File: config.mk
export PLATFORM = sky130hd
export DESIGN_NAME = vob_vertical_overflow
export DESIGN_NICKNAME = d
export VERILOG_FILES = /design/src/verilog/vob_pkg.sv /design/src/verilog/vob_vertical_overflow.sv
export SDC_FILE = /design/constraint.sdc
export NUM_CORES = 1
export LEC_CHECK = 0
export BUFFER_PORTS_ARGS = -buffer_cell sky130_fd_sc_hd__buf_2
export CAP_MARGIN = 10
export CORE_MARGIN = 3
export CORE_UTILIZATION = 61
export DETAILED_ROUTE_END_ITERATION = 6
export PLACE_DENSITY = 0.85
export SYNTH_ARGS = -nofsm -noshare
export SYNTH_HDL_FRONTEND = slang
export SYNTH_SLANG_ARGS = --single-unit
File: constraint.sdc
create_clock -name mclk -period 5 [get_ports mclk]
set_input_delay 1 -clock mclk [delete_from_list [all_inputs] [get_ports mclk]]
set_output_delay 1 -clock mclk [all_outputs]
set_load 0.005 [all_outputs]
File: src/verilog/vob_pkg.sv
// Package for the vertical overflow bits block: offsets, fields, types
package vob_pkg;
  localparam logic [7:0] VOB_IDX_VTOTAL_LOW   = 8'h06;
  localparam logic [7:0] VOB_IDX_OVERFLOW     = 8'h07;
  localparam logic [7:0] VOB_IDX_MAX_SCAN     = 8'h09;
  localparam logic [7:0] VOB_IDX_START_HIGH   = 8'h0c;
  localparam logic [7:0] VOB_IDX_START_LOW    = 8'h0d;
  localparam logic [7:0] VOB_IDX_VSYNC_LOW    = 8'h10;
  localparam logic [7:0] VOB_IDX_DE_END_LOW   = 8'h12;
  localparam logic [7:0] VOB_IDX_LINE_CMP_LOW = 8'h18;
  // Field positions inside the overflow register and the max scan register
  localparam int VOB_OVF_VS_B9  = 7;
  localparam int VOB_OVF_DE_B9  = 6;
  localparam int VOB_OVF_VT_B9  = 5;
  localparam int VOB_OVF_LC_B8  = 4;
  localparam int VOB_OVF_VS_B8  = 2;
  localparam int VOB_OVF_DE_B8  = 1;
  localparam int VOB_OVF_VT_B8  = 0;
  localparam int VOB_MSL_LC_B9  = 6;
  // Overflow bits guarded by the group-zero protection
  localparam logic [7:0] VOB_OVF_PROT_MASK = 8'hef;
  localparam logic [7:0] VOB_RESET_BYTE    = 8'h00;
  localparam logic [9:0] VOB_LINE_ZERO     = 10'h000;
  localparam logic [15:0] VOB_ADDR_ZERO    = 16'h0000;
  localparam logic [15:0] VOB_ADDR_ONE     = 16'h0001;
  localparam logic [9:0] VOB_LINE_ONE      = 10'h001;

  // Register write request from the indexed port
  typedef struct packed {
    logic       wr;
    logic [7:0] index;
    logic [7:0] data;
  } vob_wr_t;

  // Assembled 10-bit vertical values
  typedef struct packed {
    logic [9:0] vtotal;
    logic [9:0] vsync_start;
    logic [9:0] de_end;
    logic [9:0] line_cmp;
  } vob_vert_t;

  typedef enum logic [1:0] {
    VOB_ST_ACTIVE,
    VOB_ST_BLANK
  } vob_phase_t;
endpackage

File: src/verilog/vob_vertical_overflow.sv
// Vertical overflow register and vertical scan-line timing comparators
`timescale 1ns/10ps
module vob_vertical_overflow (
  input  wire logic             mclk,       // 20 MHz clock
  input  wire logic             arst_n,     // Async reset, active low
  input  wire vob_pkg::vob_wr_t wr_req,     // Indexed port write
  input  wire logic [7:0]       rd_index,   // Indexed port read index
  input  wire logic             protect_g0, // Group-zero write protection
  input  wire logic             line_tick,  // One pulse per scan line end
  input  wire logic             char_tick,  // One pulse per fetched unit
  output logic [7:0]            rd_data,    // Read data for rd_index
  output vob_pkg::vob_vert_t    vert_vals,  // Assembled 10-bit values
  output logic [9:0]            scan_line,  // Current scan line
  output logic                  vsync,      // Vertical sync active
  output logic                  vde,        // Vertical display enable
  output logic                  frame_wrap, // Pulse at frame end
  output logic [15:0]           mem_addr    // Display memory address
);
  import vob_pkg::*;

  // Register file behind the indexed data port
  logic [7:0]  ovf_reg, ovf_next;
  logic [7:0]  vt_low_reg, vt_low_next;
  logic [7:0]  vs_low_reg, vs_low_next;
  logic [7:0]  de_low_reg, de_low_next;
  logic [7:0]  msl_reg, msl_next;
  logic [7:0]  lc_low_reg, lc_low_next;
  logic [7:0]  sa_hi_reg, sa_hi_next;
  logic [7:0]  sa_lo_reg, sa_lo_next;
  logic [7:0]  rd_data_reg, rd_data_next;

  // Assembled values and vertical timing state
  vob_vert_t   vals;
  vob_vert_t   vals_reg, vals_next;
  logic [9:0]  line_reg, line_next;
  logic        vsync_reg, vsync_next;
  logic        vde_reg, vde_next;
  logic        wrap_reg, wrap_next;
  logic [15:0] addr_reg, addr_next;
  vob_phase_t  phase_reg, phase_next;

  // Register writes through the indexed data port
  always_comb begin
    ovf_next    = ovf_reg;
    vt_low_next = vt_low_reg;
    vs_low_next = vs_low_reg;
    de_low_next = de_low_reg;
    msl_next    = msl_reg;
    lc_low_next = lc_low_reg;
    sa_hi_next  = sa_hi_reg;
    sa_lo_next  = sa_lo_reg;
    if (wr_req.wr) begin
      case (wr_req.index)
        VOB_IDX_OVERFLOW: begin
          if (protect_g0) begin
            // Only line compare bit 8 stays writable
            ovf_next = (ovf_reg & VOB_OVF_PROT_MASK) |
                       (wr_req.data & ~VOB_OVF_PROT_MASK);
          end else begin
            ovf_next = wr_req.data;
          end
        end
        VOB_IDX_VTOTAL_LOW:   vt_low_next = wr_req.data;
        VOB_IDX_VSYNC_LOW:    vs_low_next = wr_req.data;
        VOB_IDX_DE_END_LOW:   de_low_next = wr_req.data;
        VOB_IDX_MAX_SCAN:     msl_next    = wr_req.data;
        VOB_IDX_LINE_CMP_LOW: lc_low_next = wr_req.data;
        VOB_IDX_START_HIGH:   sa_hi_next  = wr_req.data;
        VOB_IDX_START_LOW:    sa_lo_next  = wr_req.data;
        default: ;
      endcase
    end
  end

  // Read mux for the indexed data port
  always_comb begin
    case (rd_index)
      VOB_IDX_OVERFLOW:     rd_data_next = ovf_reg;
      VOB_IDX_VTOTAL_LOW:   rd_data_next = vt_low_reg;
      VOB_IDX_VSYNC_LOW:    rd_data_next = vs_low_reg;
      VOB_IDX_DE_END_LOW:   rd_data_next = de_low_reg;
      VOB_IDX_MAX_SCAN:     rd_data_next = msl_reg;
      VOB_IDX_LINE_CMP_LOW: rd_data_next = lc_low_reg;
      VOB_IDX_START_HIGH:   rd_data_next = sa_hi_reg;
      VOB_IDX_START_LOW:    rd_data_next = sa_lo_reg;
      default:              rd_data_next = VOB_RESET_BYTE;
    endcase
  end

  // Assembly of the 10-bit values from overflow, max scan and low bytes
  // Comparators read these unregistered values, so a write acts at once
  always_comb begin
    vals.vsync_start = {ovf_reg[VOB_OVF_VS_B9], ovf_reg[VOB_OVF_VS_B8],
                        vs_low_reg};
    vals.de_end      = {ovf_reg[VOB_OVF_DE_B9], ovf_reg[VOB_OVF_DE_B8],
                        de_low_reg};
    vals.vtotal      = {ovf_reg[VOB_OVF_VT_B9], ovf_reg[VOB_OVF_VT_B8],
                        vt_low_reg};
    vals.line_cmp    = {msl_reg[VOB_MSL_LC_B9], ovf_reg[VOB_OVF_LC_B8],
                        lc_low_reg};
    vals_next        = vals;
  end

  // Scan-line counter, vertical comparators and address counter
  always_comb begin
    line_next     = line_reg;
    vsync_next    = vsync_reg;
    vde_next      = vde_reg;
    wrap_next     = 1'b0;
    addr_next     = addr_reg;
    phase_next    = phase_reg;
    // Fetches advance the address only inside active lines
    if (char_tick && vde_reg) begin
      addr_next = addr_reg + VOB_ADDR_ONE;
    end
    if (line_tick) begin
      if (line_reg == vals.vtotal + VOB_LINE_ONE) begin
        // Frame wraps after total plus two lines
        line_next     = VOB_LINE_ZERO;
        wrap_next     = 1'b1;
        vde_next      = 1'b1;
        phase_next    = VOB_ST_ACTIVE;
        // Upper screen fetch begins at the start address
        addr_next     = {sa_hi_reg, sa_lo_reg};
      end else begin
        line_next = line_reg + VOB_LINE_ONE;
        // A fetch on the same cycle is kept unless the split restarts
        if (line_reg + VOB_LINE_ONE == vals.line_cmp) begin
          // Split screen restarts fetch at zero
          addr_next = VOB_ADDR_ZERO;
        end
      end
      // Sync starts at sync start line, ends at frame wrap
      if (line_reg + VOB_LINE_ONE == vals.vsync_start) begin
        vsync_next = 1'b1;
      end else if (line_reg == vals.vtotal + VOB_LINE_ONE) begin
        vsync_next = 1'b0;
      end
      // Display enable ends after the last active line
      case (phase_reg)
        VOB_ST_ACTIVE: begin
          if (line_reg == vals.de_end) begin
            vde_next   = 1'b0;
            phase_next = VOB_ST_BLANK;
          end
        end
        VOB_ST_BLANK: ;
        default: phase_next = VOB_ST_ACTIVE;
      endcase
      // Frame wrap reopens the active phase
      if (line_reg == vals.vtotal + VOB_LINE_ONE) begin
        vde_next   = 1'b1;
        phase_next = VOB_ST_ACTIVE;
      end
    end
  end

  // State registers
  always_ff @(posedge mclk or negedge arst_n) begin
    if (!arst_n) begin
      // Register file
      ovf_reg      <= VOB_RESET_BYTE;
      vt_low_reg   <= VOB_RESET_BYTE;
      vs_low_reg   <= VOB_RESET_BYTE;
      de_low_reg   <= VOB_RESET_BYTE;
      msl_reg      <= VOB_RESET_BYTE;
      lc_low_reg   <= VOB_RESET_BYTE;
      sa_hi_reg    <= VOB_RESET_BYTE;
      sa_lo_reg    <= VOB_RESET_BYTE;
      rd_data_reg  <= VOB_RESET_BYTE;
      // Timing state
      vals_reg     <= '0;
      line_reg     <= VOB_LINE_ZERO;
      vsync_reg    <= 1'b0;
      vde_reg      <= 1'b1;
      wrap_reg     <= 1'b0;
      addr_reg     <= VOB_ADDR_ZERO;
      phase_reg    <= VOB_ST_ACTIVE;
    end else begin
      // Register file
      ovf_reg      <= ovf_next;
      vt_low_reg   <= vt_low_next;
      vs_low_reg   <= vs_low_next;
      de_low_reg   <= de_low_next;
      msl_reg      <= msl_next;
      lc_low_reg   <= lc_low_next;
      sa_hi_reg    <= sa_hi_next;
      sa_lo_reg    <= sa_lo_next;
      rd_data_reg  <= rd_data_next;
      // Timing state
      vals_reg     <= vals_next;
      line_reg     <= line_next;
      vsync_reg    <= vsync_next;
      vde_reg      <= vde_next;
      wrap_reg     <= wrap_next;
      addr_reg     <= addr_next;
      phase_reg    <= phase_next;
    end
  end

  // Outputs straight from flip-flops
  assign rd_data    = rd_data_reg;
  assign vert_vals  = vals_reg;
  assign scan_line  = line_reg;
  assign vsync      = vsync_reg;
  assign vde        = vde_reg;
  assign frame_wrap = wrap_reg;
  assign mem_addr   = addr_reg;
endmodule

Word-level counts from Yosys, hierarchy flattened --
Index checks and enable logic that the tools add are counted.
Storage, ports and cells: output and inout bits 77, input port bits 30, logic and storage cells 79, flip-flop bits (word level) 143
Cells by class: reductions and logical operators 16, bitwise logic cells 1, add/sub/neg operators 3, eq/ne operators 23, mux-type cells 17
Operators by type and width (count):
- 2-to-1 mux 16 bit | 4
- case mux 8 bit (8 select lines) | 1
- equality test 8 x 4 -> 1 bit (second input constant) | 6
- equality test 8 x 5 -> 1 bit (second input constant) | 6
- equality test 10 bit | 4
- equality test 8 x 3 -> 1 bit (second input constant) | 4
- adder 10 x 1 -> 10 bit (second input constant) | 2
- AND reduction 2 bit | 9
- adder 16 x 1 -> 16 bit (second input constant) | 1
- 2-to-1 mux 10 bit | 1
- 2-to-1 mux 8 bit | 1
- OR 8 x 5 -> 8 bit | 1
- 2-to-1 mux 1 bit | 7
- AND reduction 3 bit | 2
- nonzero test 2 bit | 3
- 2-to-1 mux 2 bit | 2
- case mux 2 bit (2 select lines) | 1
- != test 3 bit (second input constant) | 1
- equality test 2 x 1 -> 1 bit (second input constant) | 1
- logical NOT 2 bit | 1
- != test 2 bit (second input constant) | 1
- logical AND 1 bit | 1

Depth between registers and ports, before layout --
Gate-level depths: netlist of run 1.
depth in word-level cells 5, gate-level depth with buffers 10

Worst setup path after synthesis of run 1 --
OpenSTA, ideal clock, no wires.
kind input to register, from in wr_req[13] (netlist name), to reg ovf_reg[0], library setup time 0.125 ns, slack 2.473 ns, required time 4.875 ns, arrival time 2.402 ns, stages on the path 5, cell sequence or3_1 > nor2_1 > nand4_1 > nor2_1 > mux2_2
Between the ends: longest elaborated chain between the ends 2
RTL lines:
- from (decl) | RTL line vob_vertical_overflow.sv:6 | input wire vob_pkg::vob_wr_t wr_req,
- equality test 8 x 3 -> 1 bit | RTL line vob_vertical_overflow.sv:53 | case (wr_req.index)
- AND reduction 2 bit (no line)
- to (signal assigned) | RTL line vob_vertical_overflow.sv:181 | ovf_reg <= ovf_next;
- to (decl) | RTL line vob_vertical_overflow.sv:22 | logic [7:0] ovf_reg, ovf_next;
Every way passes these cells. A chain may end at the register's enable or synchronous reset.

Worst setup path after layout of run 1 --
from reg vt_low_reg[3], to reg vsync_reg, in the netlist vsync
Between the ends: longest elaborated chain between the ends 4
RTL lines:
- from (decl) | RTL line vob_vertical_overflow.sv:23 | logic [7:0] vt_low_reg, vt_low_next;
- from (signal assigned) | RTL line vob_vertical_overflow.sv:182 | vt_low_reg <= vt_low_next;
- adder 10 x 1 -> 10 bit | RTL line vob_vertical_overflow.sv:136 | end else if (line_reg == vals.vtotal + VOB_LINE_ONE) begin
- equality test 10 bit | RTL line vob_vertical_overflow.sv:136
- nonzero test 2 bit (no line)
- AND reduction 2 bit (no line)
- to (signal assigned) | RTL line vob_vertical_overflow.sv:193 | vsync_reg <= vsync_next;
- to (decl) | RTL line vob_vertical_overflow.sv:36 | logic vsync_reg, vsync_next;
Every way passes these cells.

==> results of run 1 <==
[report_power, final]
part	switching, W	total [W]	internal (W)
sequential	0.000167	0.00141	0.00124
clock	0.000500	0.00123	0.000726
combinational	0.000282	0.000533	0.000251
[through the flow]
stage / area (um^2) / std cells / worst slack [ps] / hold WS [ps]
after floorplan: 6571 / 560 / 2473 / 348.7
after global placement: 7161 / 776 / 1958 / 451.7
after detailed placement: 7161 / 776 / 1827 / 449.6
after CTS: 7734 / 808 / 1794 / 463.6
after global routing: 7734 / 808 / 1570 / 482.1
final: 7734 / 808 / 1710 / 468.4
[worst reg2reg max path: stages (launching register included)]
cell and delay (ps):
sky130_fd_sc_hd__dfrtp_1 520, sky130_fd_sc_hd__and3_4 280, sky130_fd_sc_hd__nand2_2 60, sky130_fd_sc_hd__xnor2_1 140
sky130_fd_sc_hd__or3b_2 500, sky130_fd_sc_hd__a221oi_4 250, sky130_fd_sc_hd__buf_4 320, sky130_fd_sc_hd__and2_1 780
sky130_fd_sc_hd__o32ai_1 250
[path summary, 6_finish.rpt]
path	cells after the start	startpoint	endpoint
worst min register to register	0	de_low_reg[6]	vert_vals[16]
worst max-delay path	8	vt_low_reg[3]	vsync
min in group asynchronous	1	arst_n	vert_vals[17]
worst max register to register	8	vt_low_reg[3]	vsync
worst min-delay path	0	de_low_reg[6]	vert_vals[16]
max in group asynchronous	2	arst_n	vert_vals[39]
[routing by layer]
layer	vias to the layer above	part of all wire
li1	2254	-
met1	2489	0.38
met2	368	0.47
met3	69	0.11
met4	0	0.043
met5	-	0
[placed cells by master, fill, tap and decap left out, drive strengths merged, types with 4 or more instances in the layout]
cell,count
nor2b,7
o22ai,4
inv,9
a22o,7
mux2i,6
and3,7
a21oi,7
xnor2,37
clkinvlp,5
nor2,27
a221oi,4
nor3,9
nand3b,4
nand2b,5
nand3,38
clkbuf,20
nand4,11
mux2,65
dfrtp,141
a222oi,16
xor2,17
nand2,34
and3b,4
buf,109
o31ai,19
o21ai,23
[kinds of logic after synthesis]
kind of cell | count (synthesis)
buffers and inverters | 36
AOI/OAI and AO/OA | 90
DFF | 142
and+or+nand+nor | 164
muxes | 71
adders and majority gates | 3
xor gates and xnor gates | 54
[layout make-up]
class                   count  area share
clock inverters            12     0.01780
clock buffers              20     0.05630
inverters                   7    0.003398
flip-flops and latches    142      0.4596
repair buffers            109     0.07232
well taps                 136     0.02200
multi-input cells         382      0.3685
==> results, run 1 <==
- The core area is 0.01042 mm^2.
- Setup repair after global routing left no endpoint under its margin.
- The total iterations of the first detailed-routing run is 7.
- By area the synthesized netlist is led by sky130_fd_sc_hd__dfrtp_1, sky130_fd_sc_hd__mux2_2, sky130_fd_sc_hd__xnor2_1.
- The initial antenna violation count is 0.
- The setup path with the least slack is of type reg -> reg.
- The post-CTS setup buffer count is 0.
- The repair_antennas step left the layout with diodes totalling 0.
- The count of pins over their slew limit is 0.
- After synthesis, the most frequently instantiated cells are sky130_fd_sc_hd__dfrtp_1, sky130_fd_sc_hd__mux2_2, sky130_fd_sc_hd__nand3_1, sky130_fd_sc_hd__xnor2_1, sky130_fd_sc_hd__nand2_1.
- In this run the tightest slew margin relative to its limit is 0.3568.
- The xor/xnor cell area share of the yosys netlist is 0.07197.
- The run finished, with violations left.
- The number of maximum-capacitance constraint violations is 0.
- The mapped netlist covers 0.006571 mm^2.
- The number of enable-type register cells in the synthesized netlist is 0.
- Static timing analysis puts the maximum clock frequency at 303.9 MHz.
- The largest family of logic cells by synthesized area is simple AND/OR/NAND/NOR gates.
- The synthesized net count is 593.
- The number of register bits inferred by synthesis is 142.
- For flop-to-flop paths, the worst setup slack is 1710 ps.
- For met1 alone, demand over resource in global routing was 0.4154.
- TritonCTS built the clock tree.
- The number of hold violations in the final report was 0.
- After clock tree synthesis, the clock-pin slew on the worst setup and hold paths is 60 ps.
- The total number of vias is 5180.
- The critical path goes through and3_4, nand2_2, xnor2_1, or3b_2, a221oi_4, buf_4, and2_1, o32ai_1.
- For this run, the register share of the synthesized area comes to 0.5409.
- The number of global-route vias before repair is 5104.
- The complex-gate fraction of the synthesized area is 0.1021.
- The final reports fail on DRC.
- 107 I/O pins were placed.
- The kind of cell adding the most delay to the critical path is simple AND/OR/NAND/NOR gates.
- The top fanout value on the critical path is 28.
- Setup violations remaining at the end of the flow were counted as 0.
- For this run, global-route usage on met2 was measured as 0.4857.
- Of the total synthesized cell area, the portion taken by full adders, half adders and majority gates is 0.005712.
- The congestion estimate from routability-driven global placement came to 0.8808.
- The clock period could shrink to 3290 ps.
- The most frequent cell after synthesis is sky130_fd_sc_hd__dfrtp_1.
- The starting density of the core is 0.6309.
- The maximum number of pins on one net before global-route repair is 108.
- The unique cell type count in the Yosys netlist is 53.
- Buffers placed on the I/O ports in this run total 106.
- The number of standard cells after synthesis is 560.
- The end-of-flow core utilization is 0.7425.
- The number of clock sinks seen by CTS is 142.
- The remaining global-route overflow is 0.
- Summed over all cells, the static leakage comes to 3.740 nW.
- Summing all multi-input logic gate instances after layout gives 0.002850 mm^2.
- Measured against the total synthesized area, the mux share comes to 0.1205.
- The post-cts resize count is 0.
- The register cell area after layout is 0.003555 mm^2.
- The worst-case clock skew is 6.213 ps.
- After the last flow step, the layout net total stands at 692.
- The worst hold-check path type is reg -> reg.
- The share of cells above drive strength 1 is 0.3155.
- For this run, the number of Yosys warnings is 0.
- met2 is the most crowded layer.
- The kind of end point of the critical path is a register.
- The flip-flop cell with the highest count after synthesis is sky130_fd_sc_hd__dfrtp_1.
- The H-tree was split into 4 levels.
- The DRC violation count after routing is 9.
- The final total negative setup slack is 0 ps.
- The initialized floorplan defines 37 standard-cell rows.
- The first global-routing pass estimated 28.02 mm of wire.
- The number of nets with antenna violations after routing is 0.
- Summing internal, switching and leakage power gives 0.003171 W.
- The maximum clock insertion buffer count is 2.
- STA puts the critical path data arrival time at 3650 ps.
- The root buffer cell chosen for the clock tree is sky130_fd_sc_hd__clkbuf_8.
- The number of vias per cell is 6.411.
- From synthesis to final layout, the design area changed by 17.69%.
- For this run, global-route usage on met3 was measured as 0.07399.
- The register with the most flip-flops in the layout has 40 of them.
- The worst setup path is launched from a register.
- Dividing total power by cell area gives a power density of 410.0 mW/mm^2.
- The die height is 109.8 um.
- The transition time of the tightest slew-check pin is 964.7 ps.
- The die width is 109.8 um.
- The routed wire length per instance is 22.17 um.
- The count of hold-fix buffers inserted at cts is 0.
- After the first detailed-routing iteration, the DRC count stood at 606.
- Summed over all instances, the cell type with the most area after synthesis is sky130_fd_sc_hd__dfrtp_1.
- Counting the buffers created by CTS gives 17.
- The async set-reset flop share out of synthesis is 1.000.
- The simple-gate share of the synthesized area is 0.1335.
- Of the post-synthesis cell area, the dominant cell type holds 0.5369.
- The master of the slowest instance on the critical path is sky130_fd_sc_hd__and2_1.
- The maximum resistive drop on vdd is 0.0003399 V.
- The die footprint is 0.01205 mm^2.
- The required time of the critical path is 5360 ps.
- Detailed placement ended at an HPWL of 12.32 mm.
- For this block, the routed nets add up to 17.91 mm of wire.
- The layout has 701 filler cells.
- The highest cell delay on the worst timing path is 770 ps.
- The synthesized area per cell is 11.73 um^2.
- The buffer and inverter count on the worst path is 1.
- Of the available clock period, the critical path in the final layout requires 0.6580.
- Clock latency on the worst-skew pair, taken at its later pin, is 530 ps.
- Across every metal layer, demand over resource in global routing totals 0.3136.
Note: power is estimated with default switching activity, not from simulation.
==> run 2: changes to the inputs <==
Settings changed: CORE_UTILIZATION 61 to 51, PLACE_DENSITY 0.85 to 0.76.
Clock period 5 ns to 2.7 ns, I/O delays scaled along.
==> run 2 against run 1 <==
Largest cell class unchanged. Critical endpoint is now scan_line[8]. Global-route usage is 4.7 points lower. Hold slack got worse by 360 ps. The run still ends with DRC left. Largest power group is now the clock network. Cell count is 6.3% higher.
==> results, run 2 (synthesized netlist as in run 1, its figures left out) <==
- The layout has 965 filler cells.
- The total iterations of the first detailed-routing run is 7.
- Subtracting the final worst setup slack from the clock period gives 2521 ps.
- The number of flip-flops under the largest register name is 40.
- The critical path in this run is classified as reg -> reg.
- Static timing analysis puts the maximum clock frequency at 396.7 MHz.
- Summing all multi-input logic gate instances after layout gives 0.002850 mm^2.
- For this configuration, the core starts out at a cell density of 0.5337.
- The flow ran to the end, but the final reports show violations.
- The top fanout value on the critical path is 11.
- The library cell used most frequently in the layout, excluding fill and tap cells, is sky130_fd_sc_hd__dfrtp_1.
- The count of pins over their slew limit is 0.
- The area growth from synthesis to layout is 22.01%.
- At the pin with the least slew margin, the transition time is 597.0 ps.
- The data arrival at the endpoint of the critical path is 2880 ps.
- The first global-routing pass estimated 29.06 mm of wire.
- The power spent charging and discharging nets is 0.001715 W.
- The final HPWL from detailed placement is 13.00 mm.
- The register cell area after layout is 0.003555 mm^2.
- The CTS tree is yes.
- The later-pin clock latency in the skew report is 430 ps.
- Dividing the detail-routed wire length by the instance count gives 21.14 um.
- The leakage power figure is 3.899 nW.
- The worst setup path is launched from a register.
- The count of antenna diodes in the layout is 0.
- The share of total power dissipated in combinational logic is 0.183.
- The clock tree synthesis step divided the H-tree into 4 levels.
- The number of vias per cell is 6.083.
- The last weighted congestion value of the routability-driven placer is 0.9466.
- The maximum clock insertion buffer count is 2.
- The count of nets left with antenna violations once routing finished came out at 0.
- For this run, the slowest stage of the critical path takes 460 ps.
- The top-level port count is 107.
- The core area is 0.01231 mm^2.
- For this run, the post-layout net count is 711.
- The proportion of total power due to net switching is 0.2753.
- The violation count after the first detailed-routing iteration is 618.
- The kind of end point of the critical path is a register.
- The post-CTS setup buffer count is 0.
- For the final database, setup skew stands at 10.16 ps.
- The DRC violation count after routing is 22.
- The final setup violation count is 0.
- Entering global routing, the biggest net connects 67 pins.
- The count of hold-fix buffers inserted at cts is 0.
- The share of the cycle needed by the critical path after routing is 0.9336.
- The tree is rooted in a sky130_fd_sc_hd__clkbuf_16.
- The signal on the critical path passes through ha_1, nand2b_1, and3b_1, a211oi_1, a211o_1, a221oi_4, buf_4, nor2b_1, a22o_1.
- The checks that failed: DRC.
- For this run, the total global-route usage over all layers was measured as 0.2668.
- Max-cap violations in this run came to 0.
- Dividing total power by cell area gives a power density of 777.1 mW/mm^2.
- The die width is 119.5 um.
- The number of buffers added on ports is 106.
- Of the cells placed in the final design, the portion with a size suffix greater than 1 is 0.3329.
- The number of hold violations in the final report came to 0.
- Gates resized during post-CTS repair numbered 0.
- The number of rows created at floorplan is 40.
- CTS saw 142 sinks.
- The remaining global-route overflow is 0.
- IR analysis of the VDD net gives a maximum drop of 0.0004351 V.
- After clock tree synthesis, the clock-pin slew on the worst setup and hold paths is 60 ps.
- The worst hold-check path type is in -> async.
- In the layout the commonest cells are sky130_fd_sc_hd__dfrtp_1, sky130_fd_sc_hd__buf_2, sky130_fd_sc_hd__mux2_2.
- The die is 119.5 um tall.
- The internal power summed over all cells is 0.004515 W.
- The required time of the critical path is 3060 ps.
- The final total negative setup slack is 0 ps.
- The initial antenna violation count is 0.
- Setup repair after global routing left no endpoint under its margin.
- The number of global-route vias before repair was 5216.
- The final route contains 5225 vias.
- The post-route worst hold slack is 104.8 ps.
- The share of total power dissipated in sequential elements is 0.405.
- The master of the slowest instance on the critical path is sky130_fd_sc_hd__dfrtp_1.
- The worst slew margin relative to its limit is 0.6012.
- The number of clock buffers inserted by TritonCTS is 17.
- The final layout contains routed wiring with a total length of 18.16 mm.
- The die footprint is 0.01428 mm^2.
- Of the total power, the clock network draws 0.412.
run 2: metal layers:
layer | GRT usage | vias to the layer above | wire length (um)
li1 | - | 2296 | -
met1 | 0.3575 | 2572 | 7331
met2 | 0.4174 | 312 | 8667
met3 | 0.07304 | 45 | 1680
met4 | 0.1009 | 0 | 477
met5 | 0 | - | 0
run 2: path summary, 6_finish.rpt:
path / startpoint / to / slack (ps) / cells after the start
min in group mclk: de_low_reg[3] / vert_vals[13] / 490 / 0
max: vt_low_reg[0] / scan_line[8] / 180 / 9
min: arst_n / scan_line[3] / 100 / 1
max in group asynchronous: arst_n / rd_data[4] / 1850 / 2
min reg2reg: de_low_reg[3] / vert_vals[13] / 490 / 0
max reg2reg: vt_low_reg[0] / scan_line[8] / 180 / 9
run 2: cell type report:
type,count,share of cell area
flip-flops and latches,142,0.4434
multi-input cells,382,0.3555
repair buffers,128,0.09067
clock buffers,22,0.05790
well taps,168,0.02622
clock inverters,10,0.02310
inverters,7,0.003277
run 2: power by group through the flow:
stage / Combinational (W) / Clock, W / Sequential (W)
floorplan: 0.000730 / 0 / 0.00248
global placement: 0.00109 / 0 / 0.00254
detailed placement: 0.00112 / 0 / 0.00255
CTS: 0.00113 / 0.00259 / 0.00251
global route: 0.00125 / 0.00271 / 0.00254
finish: 0.00114 / 0.00257 / 0.00252
run 2: metrics by stage:
step	cells	setup slack (ps)	power [W]	instance area [um^2]	util
after CTS	859	222.3	0.006237	8018	0.6512
final	859	179.3	0.006230	8018	0.6512
after global routing	859	6.744	0.006495	8018	0.6512
after global placement	827	330.7	0.003635	7368	0.5985
after floorplan	560	242.9	0.003210	6571	-
after detailed placement	827	266.4	0.003671	7368	0.5985
run 2: worst max-delay path: cells and delay by family, from the launching register on:
kind,cells,cell delay (ps)
and+or+nand+nor,3,730
AOI/OAI and AO/OA,4,800
adders and majority gates,1,280
buffers and inverters,1,190
DFF,1,460
